===== src/sstdc_pkg.sv =====
package sstdc_pkg;
	// Timing, given in its own unit and converted at the 50 MHz reference.
	localparam int CLK_PERIOD_NS = 20;
	localparam int DWELL_NS = 25_600_000;
	localparam int SEARCH_STEP_NS = 2_400_000;
	localparam int DWELL_CYCLES_NOM = DWELL_NS / CLK_PERIOD_NS;
	localparam int SEARCH_CYCLES_NOM = SEARCH_STEP_NS / CLK_PERIOD_NS;
	localparam int SLOW_FACTOR = 4;
	localparam int TMR_W = 24;

	// Photon counting.
	localparam int CNT_W = 15;
	localparam logic [CNT_W-1:0] SAT_LIMIT = 15'h7000;
	localparam logic [CNT_W-1:0] THR_RESET = 15'h0100;

	// Aperture geometry in coarse coordinate units.
	localparam int COORD_W = 8;
	localparam logic [COORD_W-1:0] RASTER_STEP = 8'h04;
	localparam logic [COORD_W-1:0] OVERLAP_HALF = 8'h01;
	localparam logic [COORD_W-1:0] UNDERLAP_HALF = 8'h04;
	localparam int ERR_SHIFT = 4;

	// Register byte offsets.
	localparam logic [7:0] REG_CTRL = 8'h00;
	localparam logic [7:0] REG_COORD = 8'h04;
	localparam logic [7:0] REG_STATUS = 8'h08;
	localparam logic [7:0] REG_POS = 8'h0c;
	localparam logic [7:0] REG_THR = 8'h10;
	localparam logic [7:0] REG_THR_MASK = 8'hf3;
	localparam logic [7:0] REG_ERR = 8'h20;
	localparam logic [7:0] REG_DIFF = 8'h24;
	localparam logic [7:0] REG_COUNT = 8'h28;

	// Control and coordinate register fields; threshold index address bit.
	localparam int CTRL_MODE_LSB = 0;
	localparam int CTRL_TRACK_EN = 2;
	localparam int CTRL_SLOW = 3;
	localparam int CTRL_UNDERLAP = 4;
	localparam int CTRL_THR_LSB = 5;
	localparam int COORD_Y_LSB = 8;
	localparam int THR_IDX_LSB = 2;

	typedef enum logic [1:0] {
		MODE_PRIMARY = 2'h0,
		MODE_SEARCH_TRACK = 2'h1,
		MODE_FIELD_CAMERA = 2'h2
	} sstdc_mode_t;

	typedef enum logic [2:0] {
		ST_SEARCH = 3'h1,
		ST_TRACK_A = 3'h2,
		ST_TRACK_B = 3'h4
	} sstdc_state_t;
endpackage


===== src/sstdc_top.sv =====
// What this block does
// - Field camera steps overlapping raster, counting photons.
// - Each raster count goes out with coordinates.
// - Tracking enabled: bright star stops raster, tracks.
// - Track pattern then centres on that star.
// - Primary mode tracks commanded point, reports offset.
// - Slow scan dwells four times longer.
// - Count up first point, down second point.
// - Error steers pattern and reports off-null.
// - Saturated counters make error data invalid.
// - Dwell spacing selects overlap or underlap.
// - Lost star presence holds pattern in place.
// - Continue pulse drops track outside primary mode, clears offsets.
// - Search steps once every 2.4 ms in search-track mode, once per dwell in field camera.
// - Count above chosen threshold starts tracking.
// - Nominal dwell per position is 25.6 ms.
// - Photon counter holds at 28672.
// - System mode changes only on command.
`timescale 1ns/1ps
`default_nettype none
module sstdc_top import sstdc_pkg::*; #(
	parameter int DWELL_CYCLES = DWELL_CYCLES_NOM,
	parameter int SEARCH_CYCLES = SEARCH_CYCLES_NOM
) (
	// Clock and reset.
	input wire logic ref_clk,
	input wire logic srst,
	// Register port.
	input wire logic [7:0] bus_addr,
	input wire logic [31:0] bus_wdata,
	input wire logic bus_we,
	input wire logic bus_re,
	output logic [31:0] bus_rdata,
	// Pins from the detector and the command link.
	input wire logic photon_pulse,
	input wire logic continue_search_pulse,
	// Aperture deflection.
	output logic [COORD_W-1:0] aperture_x,
	output logic [COORD_W-1:0] aperture_y,
	// Raster telemetry.
	output logic tlm_valid,
	output logic [CNT_W-1:0] tlm_count,
	output logic [COORD_W-1:0] tlm_x,
	output logic [COORD_W-1:0] tlm_y,
	// Track error.
	output logic err_valid,
	output logic [COORD_W-1:0] err_x,
	output logic [COORD_W-1:0] err_y,
	output logic [15:0] err_diff,
	output logic err_invalid,
	output logic tracking
);
	function automatic logic hits(input logic [7:0] a, input logic [7:0] r);
		return a == r;
	endfunction

	logic [2:0] ph_sync, cs_sync;
	logic [1:0] mode;
	logic track_en, slow, underlap;
	logic [1:0] thr_sel;
	logic [COORD_W-1:0] cmd_x, cmd_y, raster_x, raster_y, off_x, off_y;
	logic [CNT_W-1:0] thr [4];
	sstdc_state_t state, next_state;
	logic axis_y, presence, restart_q;
	logic [31:0] rd_mux;

	// The second stage alone feeds logic; the third only marks edges.
	always_ff @(posedge ref_clk) begin
		if (srst) begin
			ph_sync <= '0;
			cs_sync <= '0;
		end else begin
			ph_sync <= {ph_sync[1:0], photon_pulse};
			cs_sync <= {cs_sync[1:0], continue_search_pulse};
		end
	end
	wire photon_inc = ph_sync[1] && !ph_sync[2];
	wire csc_rise = cs_sync[1] && !cs_sync[2];

	wire ctrl_wr = bus_we && hits(bus_addr, REG_CTRL);
	wire coord_wr = bus_we && hits(bus_addr, REG_COORD);
	wire thr_wr = bus_we && hits(bus_addr & REG_THR_MASK, REG_THR);
	wire [1:0] thr_idx = bus_addr[THR_IDX_LSB +: 2];

	// Modes move only on a control write; submodes follow events.
	always_ff @(posedge ref_clk) begin
		if (srst) begin
			mode <= MODE_FIELD_CAMERA;
			{track_en, slow, underlap} <= '0;
			thr_sel <= '0;
		end else if (ctrl_wr) begin
			mode <= bus_wdata[CTRL_MODE_LSB +: 2];
			track_en <= bus_wdata[CTRL_TRACK_EN];
			slow <= bus_wdata[CTRL_SLOW];
			underlap <= bus_wdata[CTRL_UNDERLAP];
			thr_sel <= bus_wdata[CTRL_THR_LSB +: 2];
		end
	end

	// New coordinates reach the raster at the next control write or continue pulse; the track centre uses them at once.
	always_ff @(posedge ref_clk) begin
		if (srst) begin
			cmd_x <= '0;
			cmd_y <= '0;
		end else if (coord_wr) begin
			cmd_x <= bus_wdata[0 +: COORD_W];
			cmd_y <= bus_wdata[COORD_Y_LSB +: COORD_W];
		end
	end

	always_ff @(posedge ref_clk) begin
		if (srst) begin
			thr <= '{default: THR_RESET};
		end else if (thr_wr) begin
			thr[thr_idx] <= bus_wdata[CNT_W-1:0];
		end
	end

	// A command or a continue pulse restarts the pattern one cycle later,
	// once the new mode and coordinates are settled in their registers.
	always_ff @(posedge ref_clk) begin
		if (srst) begin
			restart_q <= 1'b0;
		end else begin
			restart_q <= ctrl_wr || csc_rise;
		end
	end

	logic tmr_done, up_sat, dn_sat;
	logic [CNT_W-1:0] up_count, dn_count;
	logic [TMR_W-1:0] period;

	wire is_search = (state == ST_SEARCH);
	wire is_b = (state == ST_TRACK_B);
	wire track_allowed = (mode == MODE_SEARCH_TRACK) ||
		((mode == MODE_FIELD_CAMERA) && track_en);
	wire [CNT_W-1:0] thr_cur = thr[thr_sel];
	wire star_hit = track_allowed && (up_count > thr_cur);
	wire [15:0] sum = {1'b0, up_count} + {1'b0, dn_count};
	wire [15:0] diff = {1'b0, up_count} - {1'b0, dn_count};
	wire bad = up_sat || dn_sat;
	wire star_seen = sum > {1'b0, thr_cur};
	wire [15:0] diff_sh = $signed(diff) >>> ERR_SHIFT;
	wire [COORD_W-1:0] steer = diff_sh[COORD_W-1:0];
	wire [COORD_W-1:0] half = underlap ? UNDERLAP_HALF : OVERLAP_HALF;
	wire steer_ok = tmr_done && is_b && !bad && star_seen;
	wire [COORD_W-1:0] ctr_x = cmd_x + off_x;
	wire [COORD_W-1:0] ctr_y = cmd_y + off_y;
	wire row_end = (raster_x == ~RASTER_STEP + 8'h01);

	always_comb begin
		next_state = state;
		if (restart_q) begin
			next_state = (mode == MODE_PRIMARY) ? ST_TRACK_A : ST_SEARCH;
		end else if (tmr_done) begin
			case (state)
				ST_SEARCH: next_state = star_hit ? ST_TRACK_A : ST_SEARCH;
				ST_TRACK_A: next_state = ST_TRACK_B;
				ST_TRACK_B: next_state = ST_TRACK_A;
				default: next_state = ST_SEARCH;
			endcase
		end
	end

	// One base dwell scaled by one or four; search in search-track mode has its own step.
	wire [TMR_W-1:0] dwell = TMR_W'(DWELL_CYCLES);
	wire [TMR_W-1:0] slow_dwell = TMR_W'(DWELL_CYCLES * SLOW_FACTOR);
	wire [TMR_W-1:0] track_period = slow ? slow_dwell : dwell;
	wire [TMR_W-1:0] search_period = (mode == MODE_SEARCH_TRACK) ?
		TMR_W'(SEARCH_CYCLES) : dwell;
	assign period = (next_state == ST_SEARCH) ? search_period : track_period;

	sstdc_dwell_timer u_timer (
		.ref_clk(ref_clk),
		.srst(srst),
		.start(restart_q),
		.period(period),
		.done(tmr_done)
	);

	// Up counts in search and at the first dwell, down at the second.
	sstdc_photon_counter u_up (
		.ref_clk(ref_clk),
		.srst(srst),
		.clr(restart_q || (tmr_done && state != ST_TRACK_A)),
		.en(!is_b),
		.inc(photon_inc),
		.count(up_count),
		.sat(up_sat)
	);

	sstdc_photon_counter u_dn (
		.ref_clk(ref_clk),
		.srst(srst),
		.clr(restart_q || (tmr_done && state == ST_TRACK_A)),
		.en(is_b),
		.inc(photon_inc),
		.count(dn_count),
		.sat(dn_sat)
	);

	always_ff @(posedge ref_clk) begin
		if (srst) begin
			state <= ST_SEARCH;
			axis_y <= 1'b0;
		end else begin
			state <= next_state;
			if (restart_q) begin
				axis_y <= 1'b0;
			end else if (tmr_done && is_b) begin
				axis_y <= !axis_y;
			end
		end
	end

	// The raster steps from the commanded corner; rows advance only when x steps off the row end.
	always_ff @(posedge ref_clk) begin
		if (srst) begin
			raster_x <= '0;
			raster_y <= '0;
		end else if (restart_q) begin
			raster_x <= cmd_x;
			raster_y <= cmd_y;
		end else if (tmr_done && is_search && !star_hit) begin
			raster_x <= raster_x + RASTER_STEP;
			if (row_end) begin
				raster_y <= raster_y + RASTER_STEP;
			end
		end
	end

	// Offsets steer the centre; a second dwell above the first means the
	// star lies on the plus side, so the centre moves up the axis.
	always_ff @(posedge ref_clk) begin
		if (srst || csc_rise) begin
			off_x <= '0;
			off_y <= '0;
		end else if (tmr_done && is_search && star_hit) begin
			off_x <= raster_x - cmd_x;
			off_y <= raster_y - cmd_y;
		end else if (steer_ok && !axis_y) begin
			off_x <= off_x - steer;
		end else if (steer_ok && axis_y) begin
			off_y <= off_y - steer;
		end
	end

	wire [COORD_W-1:0] dx = (axis_y || is_search) ? '0 : half;
	wire [COORD_W-1:0] dy = (axis_y && !is_search) ? half : '0;
	wire [COORD_W-1:0] next_ap_x = is_search ? raster_x :
		(is_b ? ctr_x + dx : ctr_x - dx);
	wire [COORD_W-1:0] next_ap_y = is_search ? raster_y :
		(is_b ? ctr_y + dy : ctr_y - dy);

	always_ff @(posedge ref_clk) begin
		if (srst) begin
			aperture_x <= '0;
			aperture_y <= '0;
		end else begin
			aperture_x <= next_ap_x;
			aperture_y <= next_ap_y;
		end
	end

	always_ff @(posedge ref_clk) begin
		if (srst) begin
			tlm_valid <= 1'b0;
			tlm_count <= '0;
			tlm_x <= '0;
			tlm_y <= '0;
		end else begin
			tlm_valid <= tmr_done && is_search && !restart_q;
			if (tmr_done && is_search) begin
				tlm_count <= up_count;
				tlm_x <= raster_x;
				tlm_y <= raster_y;
			end
		end
	end

	// Loss of presence keeps the last centre; the status presence bit stays clear meanwhile.
	always_ff @(posedge ref_clk) begin
		if (srst) begin
			err_valid <= 1'b0;
			err_invalid <= 1'b0;
			err_diff <= '0;
			presence <= 1'b0;
		end else begin
			err_valid <= tmr_done && is_b && !restart_q;
			if (tmr_done && is_b) begin
				err_invalid <= bad;
				err_diff <= diff;
				presence <= star_seen;
			end
		end
	end
	assign err_x = off_x;
	assign err_y = off_y;
	assign tracking = !is_search;

	always_comb begin
		rd_mux = '0;
		if (hits(bus_addr, REG_CTRL)) begin
			rd_mux[6:0] = {thr_sel, underlap, slow, track_en, mode};
		end else if (hits(bus_addr, REG_COORD)) begin
			rd_mux[15:0] = {cmd_y, cmd_x};
		end else if (hits(bus_addr, REG_STATUS)) begin
			rd_mux[5:0] = {err_invalid, presence, axis_y, state};
		end else if (hits(bus_addr, REG_POS)) begin
			rd_mux[15:0] = {aperture_y, aperture_x};
		end else if (hits(bus_addr & REG_THR_MASK, REG_THR)) begin
			rd_mux[CNT_W-1:0] = thr[thr_idx];
		end else if (hits(bus_addr, REG_ERR)) begin
			rd_mux[15:0] = {off_y, off_x};
		end else if (hits(bus_addr, REG_DIFF)) begin
			rd_mux[15:0] = err_diff;
		end else if (hits(bus_addr, REG_COUNT)) begin
			rd_mux[CNT_W-1:0] = tlm_count;
		end
	end

	always_ff @(posedge ref_clk) begin
		if (srst) begin
			bus_rdata <= '0;
		end else begin
			bus_rdata <= bus_re ? rd_mux : '0;
		end
	end

	mode_by_command_a: assert property (@(posedge ref_clk) disable iff (srst)
		!ctrl_wr |=> $stable(mode))
		else $error("mode changed without a control write");
	tlm_position_a: assert property (@(posedge ref_clk) disable iff (srst)
		tlm_valid |-> tlm_x == $past(raster_x) && tlm_y == $past(raster_y))
		else $error("telemetry coordinates do not match the raster step");
	csc_clears_a: assert property (@(posedge ref_clk) disable iff (srst)
		csc_rise |=> off_x == '0 && off_y == '0 ##1 state == ST_TRACK_A ||
		state == ST_SEARCH)
		else $error("continue pulse did not clear the offsets");
	search_to_track_a: assert property (@(posedge ref_clk) disable iff (srst)
		tmr_done && is_search && star_hit && !restart_q |=> state == ST_TRACK_A)
		else $error("threshold crossing did not start tracking");
	invalid_flag_a: assert property (@(posedge ref_clk) disable iff (srst)
		err_valid |-> err_invalid == $past(up_sat || dn_sat))
		else $error("saturated dwell not flagged invalid");
	hold_on_loss_a: assert property (@(posedge ref_clk) disable iff (srst)
		tmr_done && is_b && !star_seen && !csc_rise |=>
		$stable(off_x) && $stable(off_y))
		else $error("pattern moved after star presence was lost");
	slow_dwell_a: assert property (@(posedge ref_clk) disable iff (srst)
		next_state != ST_SEARCH && slow |->
		period == TMR_W'(DWELL_CYCLES * SLOW_FACTOR))
		else $error("slow scan dwell is not four base dwells");
	search_step_a: assert property (@(posedge ref_clk) disable iff (srst)
		next_state == ST_SEARCH && mode == MODE_SEARCH_TRACK |->
		period == TMR_W'(SEARCH_CYCLES))
		else $error("search step period wrong");

	acquire_c: cover property (@(posedge ref_clk) disable iff (srst)
		is_search ##1 state == ST_TRACK_A);
	error_out_c: cover property (@(posedge ref_clk) disable iff (srst)
		err_valid && !err_invalid);
	saturate_c: cover property (@(posedge ref_clk) disable iff (srst)
		err_valid && err_invalid);
endmodule
`default_nettype wire


===== src/sstdc_dwell_timer.sv =====
`timescale 1ns/1ps
`default_nettype none
module sstdc_dwell_timer import sstdc_pkg::*; (
	// Clock and reset.
	input wire logic ref_clk,
	input wire logic srst,
	// Control.
	input wire logic start,
	input wire logic [TMR_W-1:0] period,
	// Period elapsed.
	output logic done
);
	logic [TMR_W-1:0] cnt;
	logic running;

	assign done = running && (cnt == '0);

	// The period is sampled at every reload, so a caller can change the
	// dwell length for the next position in the very cycle of done.
	always_ff @(posedge ref_clk) begin
		if (srst) begin
			cnt <= '0;
			running <= 1'b0;
		end else if (start || done) begin
			cnt <= period - TMR_W'(1);
			running <= 1'b1;
		end else if (running) begin
			cnt <= cnt - TMR_W'(1);
		end
	end
endmodule
`default_nettype wire


===== src/sstdc_photon_counter.sv =====
`timescale 1ns/1ps
`default_nettype none
module sstdc_photon_counter import sstdc_pkg::*; (
	// Clock and reset.
	input wire logic ref_clk,
	input wire logic srst,
	// Control.
	input wire logic clr,
	input wire logic en,
	input wire logic inc,
	// Result.
	output logic [CNT_W-1:0] count,
	output logic sat
);
	assign sat = (count == SAT_LIMIT);

	always_ff @(posedge ref_clk) begin
		if (srst || clr) begin
			count <= '0;
		end else if (en && inc && !sat) begin
			count <= count + CNT_W'(1);
		end
	end

	sat_holds_a: assert property (@(posedge ref_clk) disable iff (srst)
		sat && !clr |=> sat && count == SAT_LIMIT)
		else $error("photon counter left its limit without a clear");
endmodule
`default_nettype wire


===== config.mk =====
export PLATFORM = sky130hd
export DESIGN_NAME = sstdc_top
export DESIGN_NICKNAME = d
export VERILOG_FILES = /design/src/sstdc_pkg.sv /design/src/sstdc_top.sv /design/src/sstdc_dwell_timer.sv /design/src/sstdc_photon_counter.sv
export SDC_FILE = /design/constraint.sdc
export NUM_CORES = 1
export LEC_CHECK = 0
export ABC_CLOCK_PERIOD_IN_PS = 4500
export BUFFER_PORTS_ARGS = -buffer_cell sky130_fd_sc_hd__buf_2
export CORE_ASPECT_RATIO = 1.1
export CORE_MARGIN = 3
export CORE_UTILIZATION = 45
export CTS_CLUSTER_DIAMETER = 100
export DETAILED_ROUTE_END_ITERATION = 16
export GPL_TIMING_DRIVEN = 0
export PLACE_DENSITY = 0.66
export SYNTH_ARGS = -nofsm -noshare
export SYNTH_HDL_FRONTEND = slang
export SYNTH_SLANG_ARGS = --single-unit

===== constraint.sdc =====
create_clock -name ref_clk -period 4.5 [get_ports ref_clk]
set_clock_uncertainty 0.15 [all_clocks]
set_input_delay 0.45 -clock ref_clk [delete_from_list [all_inputs] [get_ports ref_clk]]
set_output_delay 0.45 -clock ref_clk [all_outputs]
set_load 0.03 [all_outputs]

# [After elaboration in Yosys (flattened, before gate mapping)]
# Index checks and enable logic that the tools add are counted.
# Widths: inputs -> output; s select.
[word_totals] regBits=280 in_bits=46 out_inout_bits=115 wordCells=187
[classes] addsub=18 n_lt_le_gt_ge=5 eq_ne=18 n_mux=47 bitwise=3 reduce_logical=59
[op_table] cell="$mux 15" n=8
[op_table] cell="$mux 8" n=14
[op_table] cell="$bmux 15 s2" n=2
[op_table] cell="$bwmux 60" n=1
[op_table] cell="$mux 16" n=3
[op_table] cell="$mux 24" n=2
[op_table] cell="$mux 23" n=2
[op_table] cell="$sub 8x8->8" n=4
[op_table] cell="$add 15x1->15 const B" n=2
[op_table] cell="$demux 15 s2" n=1
[op_table] cell="$eq 15x15->1 const B" n=2
[op_table] cell="$logic_and 1x1->1" n=26
[op_table] cell="$eq 8x6->1 const B" n=3
[op_table] cell="$logic_not 24->1" n=1
[op_table] cell="$sub 23x1->24 const B" n=1
[op_table] cell="$sub 24x1->24 const B" n=1
[op_table] cell="$mux 21" n=1
[op_table] cell="$add 15x15->16" n=1
[op_table] cell="$add 8x3->8" n=2
[op_table] cell="$add 8x3->8 const B" n=2
[op_table] cell="$add 8x8->8" n=2
[op_table] cell="$eq 8x4->1 const B" n=2
[op_table] cell="$gt 16x15->1" n=1
[op_table] cell="$sub 15x15->16" n=1
[op_table] cell="31 further kinds" n=65

# [Longest topological paths before layout]
# Gate-level depths: netlist of run 1.
[depth] word_depth=14 ltp_mapped=22 depth_no_buf=21

# [By module]
# From an unflattened synthesis of run 1, not the netlist that was laid out.
[unflattened] hier_cells=2041 hier_area_um2=16866.2
[modules_own_cells] mod="sstdc_top" instances=1 cells_each=1654 area_each_um2=13549.2 seq_area_each_um2=4184.0
[modules_own_cells] mod="sstdc_dwell_timer" instances=1 cells_each=211 area_each_um2=1788.0 seq_area_each_um2=500.5
[modules_own_cells] mod="sstdc_photon_counter" instances=2 cells_each=88 area_each_um2=764.5 seq_area_each_um2=300.3

# [Worst setup path after synthesis of run 1]
# No wires, ideal clock.
[synth_path] path_kind="flip-flop to flip-flop" from="reg thr_sel[0]" to="reg raster_y[4]" arrival_time_ns=4.236 t_required_ns=4.271 setup_slack_ns=0.034 stages_incl_launch_ff=16 n_path_buf=3 period_less_slack_ns=4.466 cell_sequence="dfxtp_1 -> clkbuf_1 -> buf_1 -> mux4_2 -> inv_1 -> ha_1 -> a211oi_1 -> o21ai_0 -> a211oi_1 -> a21oi_1 -> or4_4 -> buf_6 -> nor2_2 -> nand2_1 -> xor2_1 -> a211oi_2"
[synth_between] elab_chain_len=10
[synth_rtl] element="start, declared" line_no="sstdc_top.sv:60" rtl="logic [1:0] thr_sel;"
[synth_rtl] element="start signal, assigned" line_no="sstdc_top.sv:96" rtl="thr_sel <= bus_wdata[CTRL_THR_LSB +: 2];"
[synth_rtl] element="$not 2->3 (implied by the code)" line_no="sstdc_top.sv:137" rtl="wire [CNT_W-1:0] thr_cur = thr[thr_sel];"
[synth_rtl] element="$bmux 15 s2" line_no="sstdc_top.sv:137"
[synth_rtl] element="$mux 15 (implied by the code) (2 in series)" line_no="sstdc_top.sv:137"
[synth_rtl] element="$gt 15x15->1" line_no="sstdc_top.sv:138" rtl="wire star_hit = track_allowed && (up_count > thr_cur);"
[synth_rtl] element="$logic_and 1x1->1" line_no="sstdc_top.sv:138"
[synth_rtl] element="$logic_not 1->1" line_no="sstdc_top.sv:224" rtl="end else if (tmr_done && is_search && !star_hit) begin"
[synth_rtl] element="$logic_and 1x1->1" line_no="sstdc_top.sv:224"
[synth_rtl] element="$reduce_bool 2->1 (no source line)"
[synth_rtl] element="$reduce_and 2->1 (no source line)"
[synth_rtl] element="end signal, assigned" line_no="sstdc_top.sv:223" rtl="raster_y <= cmd_y;"
[synth_rtl] element="end signal, assigned" line_no="sstdc_top.sv:227" rtl="raster_y <= raster_y + RASTER_STEP;"
[synth_rtl] element="end, declared" line_no="sstdc_top.sv:61" rtl="logic [COORD_W-1:0] cmd_x, cmd_y, raster_x, raster_y, off_x, off_y;"
# Every way passes these cells. The select of a mux whose other input is x is not followed.
# A chain may end at the register's enable or synchronous reset.

# [Worst setup path after layout of run 1]
[layout_path] from="reg u_dn.count[2]" to="reg off_y[1] (netlist: err_y[1])"
[layout_between] elab_chain_len=8 elab_cells_between_ends=17
[layout_rtl] element="start, declared" line_no="sstdc_photon_counter.sv:12" rtl="output logic [CNT_W-1:0] count,"
[layout_rtl] element="start signal, assigned" line_no="sstdc_photon_counter.sv:21" rtl="count <= count + CNT_W'(1);"
[layout_rtl] element="parallel branches: the longest is 8 deep, another holds $add 15x15->16"
[layout_rtl] element="end signal, assigned" line_no="sstdc_top.sv:240" rtl="off_y <= raster_y - cmd_y;"
[layout_rtl] element="end signal, assigned" line_no="sstdc_top.sv:244" rtl="off_y <= off_y - steer;"
[layout_rtl] element="end, declared" line_no="sstdc_top.sv:61"
# Parallel ways; which one is timed is not known. The select of a mux whose other input is x is not followed.

==> results.cfg, run 1 <==
[run_status]
status = completed

[synthesis]
synth_area_per_cell_um2 = 8.115
async_reset_ff_frac = 0
netlist_area_mm2 = 0.01607
yosysSeqAreaShare = 0.3289
yosysWarnings = 0
synth_xor_area_frac = 0.06814
synth_ff_type = dfxtp_1
synthCells = 1980
synth_mux_area_frac = 0.06712
synth_compound_area_frac = 0.1646
synth_cell_type_count = 69
synth_largest_area_cell = dfxtp_1
ys_top_cells_by_area = dfxtp_1 33%, ha_1 9.7%, nand2_1 8.1%
synth-edff-count = 0
synth_top_family_by_area = simple AND/OR/NAND/NOR gates
netlist.area_leader.share = 0.3289
yosys.area_share.simple = 0.2078
yosysMostFrequentCell = nand2_1
synth.top_cells.by_count = 347 x nand2_1, 264 x dfxtp_1, 252 x a21oi_1
synthAdderAreaFrac = 0.1098
synth_seq_cells = 264

[hold_path]
hold_class = in2reg
min_from = bus_wdata[9]

[worst_setup_path]
crit_path_max_fanout = 8
r2r_slack_ps = 40
required_ps = 4790
cp-start-kind = flop
endpoint_kind = flop
crit_path_start = u_dn.count[2]
worstReg2RegStart = u_dn.count[2]
arrival_ps = 4750
regToRegEndpoint = err_y[1]
timing.setup.critical_path_class = reg2reg
rr_worst_depth = 22
crit_end = err_y[1]

[pwr]
powerDensity_mw_per_mm2 = 298.8
p_leak_nw = 7.451
ir_drop_uv = 286.2
design_power_total_mw = 5.695

[die]
boundaryPins = 161
dieArea_mm2 = 0.03801
fp.dieW_um = 186.2
design.core.area_mm2 = 0.03473
num_rows = 71
die_h_um = 204.2
start_util = 0.4626

[drt]
num_vias = 15610
drt-initial-drc-count = 1432
dr.max_layer_used = met5
first_pass_iters = 10
met2WireLength_mm = 26.37
wl_met3_mm = 5.502
post-route-drc-count = 0
vias_per_cell = 5.834
ant_nets = 0
wl_met1_mm = 23.72
routedWlPerCell_um = 21.86
wirelength_mm = 58.49

[cells_and_area]
n_antenna_cell = 0
synthToLayoutAreaGrowth_pct = 18.64
layout.nets = 2360
nFillCells = 3281
drive_gt1_frac = 0.1558

[clock_tree]
clock_latency_ps = 590
clock-root-buffer = clkbuf_16
path_clk_slew_ps = 70
clock_path_buffers = 3
ctsHtreeMaxLevel = 1
cts_buffers = 30
cts.sinks = 264
tritoncts = built

[grt]
antenna_found_initial = 1
grt_pass1_vias = 14710
grt_pass1_wl_mm = 86.32
globalRouteOverflowTotal = 0
globalRouteTotalUtil = 0.2969
grt_max_degree = 15

[sta]
slew_headroom = 0.2191
period_share = 0.9900
holdWs_ps = 1.782
drv_slew = 0
final_hold_viol_count = 0
rsz0062_at_grt = true
tightest_slew_ps = 1169
timing.fmax_mhz = 224.5
setup_violations = 0
period_minus_slack_ps = 4455

[placement]
place.gp.congestion = 0.9889
port_buffers = 125
dp_hpwl_mm = 44.99

[flow_run]
cap_violations = 0
## layout make-up
type | count | area (µm²) | share of cell area
multi-input combinational | 1523 | 10280 | 0.5394
sequential | 264 | 5323 | 0.2792
clock buffer | 34 | 797.0 | 0.04181
timing repair buffer | 156 | 889.6 | 0.04667
buffer | 120 | 551.8 | 0.02894
inverter | 84 | 315.3 | 0.01654
clock inverter | 21 | 310.3 | 0.01628
tap | 474 | 593.1 | 0.03111
## worst max-delay path, cell delays in order (launching register included)
cell,delay (ps)
dfxtp_4,370
inv_2,60
ha_4,240
nand2b_1,140
a21o_1,200
a21oi_2,160
nor2_2,80
o31ai_4,300
a2111oi_4,130
o41ai_2,380
a21oi_1,130
xor2_1,160
ha_1,310
nand4_1,100
nor3_2,130
nand2_1,110
nor3_4,230
a21oi_4,80
o211ai_1,200
buf_4,180
buf_8,150
mux2i_1,220
a21boi_1,80
## state kept, by name, summed over array words and instances (netlist names), 15 cells and up
name / cells
tlm_count: 15
bus_rdata: 16
err_diff: 16
u_timer.cnt: 24
u_up.count: 15
u_dn.count: 15
thr: 60
## kinds of logic after synthesis
kind of cell    count (synthesis)
compound gates                450
xor+xnor                      125
fa+ha+maj                     135
buf+inv                       208
flops                         264
mux                            64
other cells                     1
simple gates                  733
## worst min path at each step
stage / slack, ps / endpoint / depth (start not counted)
floorplan: 260 / cs_sync[1] / 1
global placement: 280 / ph_sync[1] / 1
detailed placement: 290 / ph_sync[1] / 1
CTS: 0.9 / thr[12] / 3
global route: 20 / thr[9] / 3
finish: 2 / thr[54] / 3
## layer usage
layer	track usage	vias to the layer above
li1	-	7245
met1	0.3916	7434
met2	0.4748	768
met3	0.05821	162
met4	0.1248	2
met5	0	-
## stage by stage
stage,setup TNS [ps],std cells,area (µm²),setup WS (ps),util
4_1_cts,-28.94,2658,18650,-19.88,0.5368
3_5_place_dp,-39530,2594,17340,-1371,0.4993
3_3_place_gp,-35130,2594,17340,-1273,0.4993
5_1_grt,-2928,2676,19060,-228.9,0.5488
6_report,0,2676,19060,44.79,0.5488
2_1_floorplan,0,1995,16120,34.22,-
## placed cells by master (no fill, tap or decap), types with 37 or more instances in the layout
master / Yosys / final
o21ai_0: 68 / 64
a21oi_1: 252 / 240
xor2_1: 38 / 38
nand2_1: 347 / 347
inv_1: 83 / 82
dfxtp_1: 264 / 250
nor3_1: 43 / 37
clkbuf_1: 97 / 91
ha_1: 125 / 120
buf_2: 1 / 126
nor2_1: 162 / 153
buf_4: 16 / 38
xnor2_1: 87 / 85
## what timing repair did
action | in CTS | in global routing
setup buffers | 6 | 19
hold buffers | 5 | 0
resized for setup | 36 | 79
cloned | 0 | 1
hold endpoints to repair | 8 | 0
pin swaps | 5 | 39
endpoints found under the setup margin | 45 | 25
## report_power, final
group	internal (mW)	switching [mW]	total, mW
Clock	1.68	1.09	2.76
Combinational	0.181	0.339	0.520
Sequential	2.37	0.0442	2.41
Total	4.23	1.47	5.70
Note: power is estimated with default switching activity, not from simulation.
==> run 2, diff against run 1 <==
- ABC_AREA: not set -> 1
==> run 2 against run 1 <==
Synthesized cell count grew 20%. Utilization shrank 1.5 points. Global-route usage grew 1.5 points. Die area grew 3.5%. Final cell count grew 15%. Sequential cell count is the same. Non-clock buffer count shrank 39. Sequential power is essentially flat. Fmax grew 2.4%. Critical endpoint is now err_y[3]. Largest power group unchanged. Highest routed layer is now met4.
==> results.cfg, run 2 <==
[cells_and_area]
final_common_cell = nand2_1
drive_gt1_frac = 0.1371
regMostFlops = thr
largestRegisters = thr: 60 flops, u_timer.cnt: 24 flops
final_cell_mix = 335 x nand2_1, 300 x nor2_1, 296 x inv_1, 257 x dfxtp_1, 249 x o21ai_0
synthToLayoutAreaGrowth_pct = 16.49
largest_register_ffs = 60
layout.nets = 2747
fin_cells = 3077
utilization = 0.5336

[placement]
dp_hpwl_mm = 50.79
port_buffers = 127
place.gp.congestion = 1.032
pre_cts_ws_ps = -360.8
placed_cells = 3006

[die]
design.core.area_mm2 = 0.03635
fp.dieW_um = 189.4
dieArea_mm2 = 0.03935
start_util = 0.4580
die_h_um = 207.8
boundaryPins = 161
num_rows = 73

[synthesis]
synth_area_per_cell_um2 = 7.005
yosysSeqAreaShare = 0.3174
netlist.area_leader.share = 0.3174
synth_cell_type_count = 65
yosysMostFrequentCell = nand2_1
synth-edff-count = 0
synth_seq_cells = 264
yosysWarnings = 0
synth_largest_area_cell = dfxtp_1
synth.top_cells.by_count = 342 x nand2_1, 306 x nor2_1, 302 x inv_1
netlist_area_mm2 = 0.01665
synth_ff_type = dfxtp_1
async_reset_ff_frac = 0
synthCells = 2377
ys_top_cells_by_area = dfxtp_1 32%, ha_1 9.4%, nand2_1 7.7%

[grt]
globalRouteOverflowTotal = 0
grtUsageMet1 = 0.4118
grt_pass1_wl_mm = 95.08
top_usage_layer = met2
grt_max_degree = 15
use_met3 = 0.04188
met2_usage = 0.4875
globalRouteTotalUtil = 0.3115
grt_pass1_vias = 16080
antenna_found_initial = 2

[sta]
timing.fmax_mhz = 229.8
period_minus_slack_ps = 4351
slew_headroom = 0.1545
drv_slew = 0
holdWs_ps = 35.31
final_hold_viol_count = 0
setup_slack_ps = 148.7
final.setup.tns_ps = 0
setup_violations = 0
tightest_slew_ps = 1252
period_share = 0.9670
rsz0062_at_grt = true

[worst_setup_path]
endpoint_kind = flop
crit_top_cell = nand2_1
worstReg2RegStart = u_dn.count[0]
timing.setup.critical_path_class = reg2reg
arrival_ps = 4720
cp-start-kind = flop
crit_path_max_fanout = 5
regToRegEndpoint = err_y[3]
max_stage_delay_ps = 390
required_ps = 4870
r2r_slack_ps = 150
crit_slowest_cell = fa_2
rr_worst_depth = 31

[hold_path]
min_to = cmd_y[7]
hold_class = in2reg
min_from = bus_wdata[15]
worstHoldPathCells = 3

[clock_tree]
clock_latency_ps = 580
cts_buffers = 30
clock_path_buffers = 3
ctsHtreeMaxLevel = 1
tritoncts = built
cts.sinks = 264
clock-root-buffer = clkbuf_16
path_clk_slew_ps = 60

[drt]
drt-initial-drc-count = 1848
first_pass_iters = 6
ant_nets = 0
num_vias = 17350
vias_per_cell = 5.638
routedWlPerCell_um = 20.74
wirelength_mm = 63.82
post-route-drc-count = 0

[pwr]
sw_frac_of_total = 0.2818
ir_drop_uv = 308.7
p_sw_mw = 1.630
powerDensity_mw_per_mm2 = 298.2
p_int_mw = 4.154
p_leak_nw = 9.209
p_comb_frac = 0.131
seqPwrFrac = 0.418
pwr-share-clk = 0.451

[flow_run]
cap_violations = 0

[run_status]
status = completed
[run 2: cells by family (layout without fill, tap and decap cells)]
kind of cell               count (synthesis)  count (layout)  share of synthesized area
other                                      1              17                  0.0002252
buffers and inverters                    405             601                    0.09641
AOI/OAI and AO/OA                        638             638                     0.2166
adders and majority gates                135             135                     0.1060
xor gates and xnor gates                  69              69                    0.03629
DFF                                      264             264                     0.3174
and+or+nand+nor                          865             866                     0.2272
[run 2: final cells by class]
type | count | area (µm²)
Antenna cell | 1 | 2.502
Multi-Input combinational cell | 1724 | 10040
Sequential cell | 264 | 5296
Clock inverter | 14 | 157.7
Tap cell | 487 | 609.3
Clock buffer | 41 | 893.4
Buffer | 94 | 442.9
Timing Repair Buffer | 143 | 768.2
Inverter | 309 | 1184
Fill cell | 3687 | 16960
[run 2: stage by stage]
stage                     cell area [µm²]  power (mW)
after floorplan                     16710       2.971
after global placement              17950       3.199
after detailed placement            17950       3.204
after CTS                           19040       5.770
after global routing                19400       5.961
final                               19400       5.784
[run 2: worst max-delay path by stage]
| stage | endpoint | cells after the start | from | slack, ps |
|---|---|---|---|---|
| floorplan | err_y[0] | 30 | u_dn.count[3] | 580 |
| global placement | err_x[0] | 30 | u_dn.count[3] | -280 |
| detailed placement | err_x[0] | 30 | u_dn.count[3] | -360 |
| CTS | err_y[7] | 31 | u_dn.count[0] | 50 |
| global route | err_y[1] | 31 | u_dn.count[0] | -110 |
| finish | err_y[3] | 31 | u_dn.count[0] | 150 |
[run 2: worst max-delay path, delay by kind of cell, from the launching register on]
family	cells	cell delay, ps
adders and majority gates	3	830
buffers and inverters	3	230
DFF	1	360
xor gates and xnor gates	1	150
AOI/OAI and AO/OA	7	740
and+or+nand+nor	17	1810
[run 2: routing by layer]
| metal | share of wire | routed length (µm) | vias to the layer above |
|---|---|---|---|
| met5 | 0 | 0 | - |
| met4 | 0.068 | 4309 | 0 |
| met3 | 0.081 | 5167 | 169 |
| met2 | 0.44 | 27900 | 851 |
| met1 | 0.41 | 26450 | 8030 |
| li1 | - | - | 8297 |
[run 2: timing repair]
action / in CTS / in global routing
cloned: 0 / 1
hold endpoints to repair: 2 / 0
buffers inserted: 1 / 13
endpoints found under the setup margin: 20 / 31
resized for setup: 9 / 86
pin swaps: 1 / 15
hold buffers: 2 / 0
[run 2: power groups by stage]
| stage | sequential, mW | clock (mW) | combinational (mW) |
|---|---|---|---|
| floorplan | 2.48 | 0 | 0.488 |
| global placement | 2.47 | 0 | 0.733 |
| detailed placement | 2.47 | 0 | 0.738 |
| CTS | 2.42 | 2.61 | 0.742 |
| global route | 2.42 | 2.72 | 0.826 |
| finish | 2.42 | 2.61 | 0.759 |
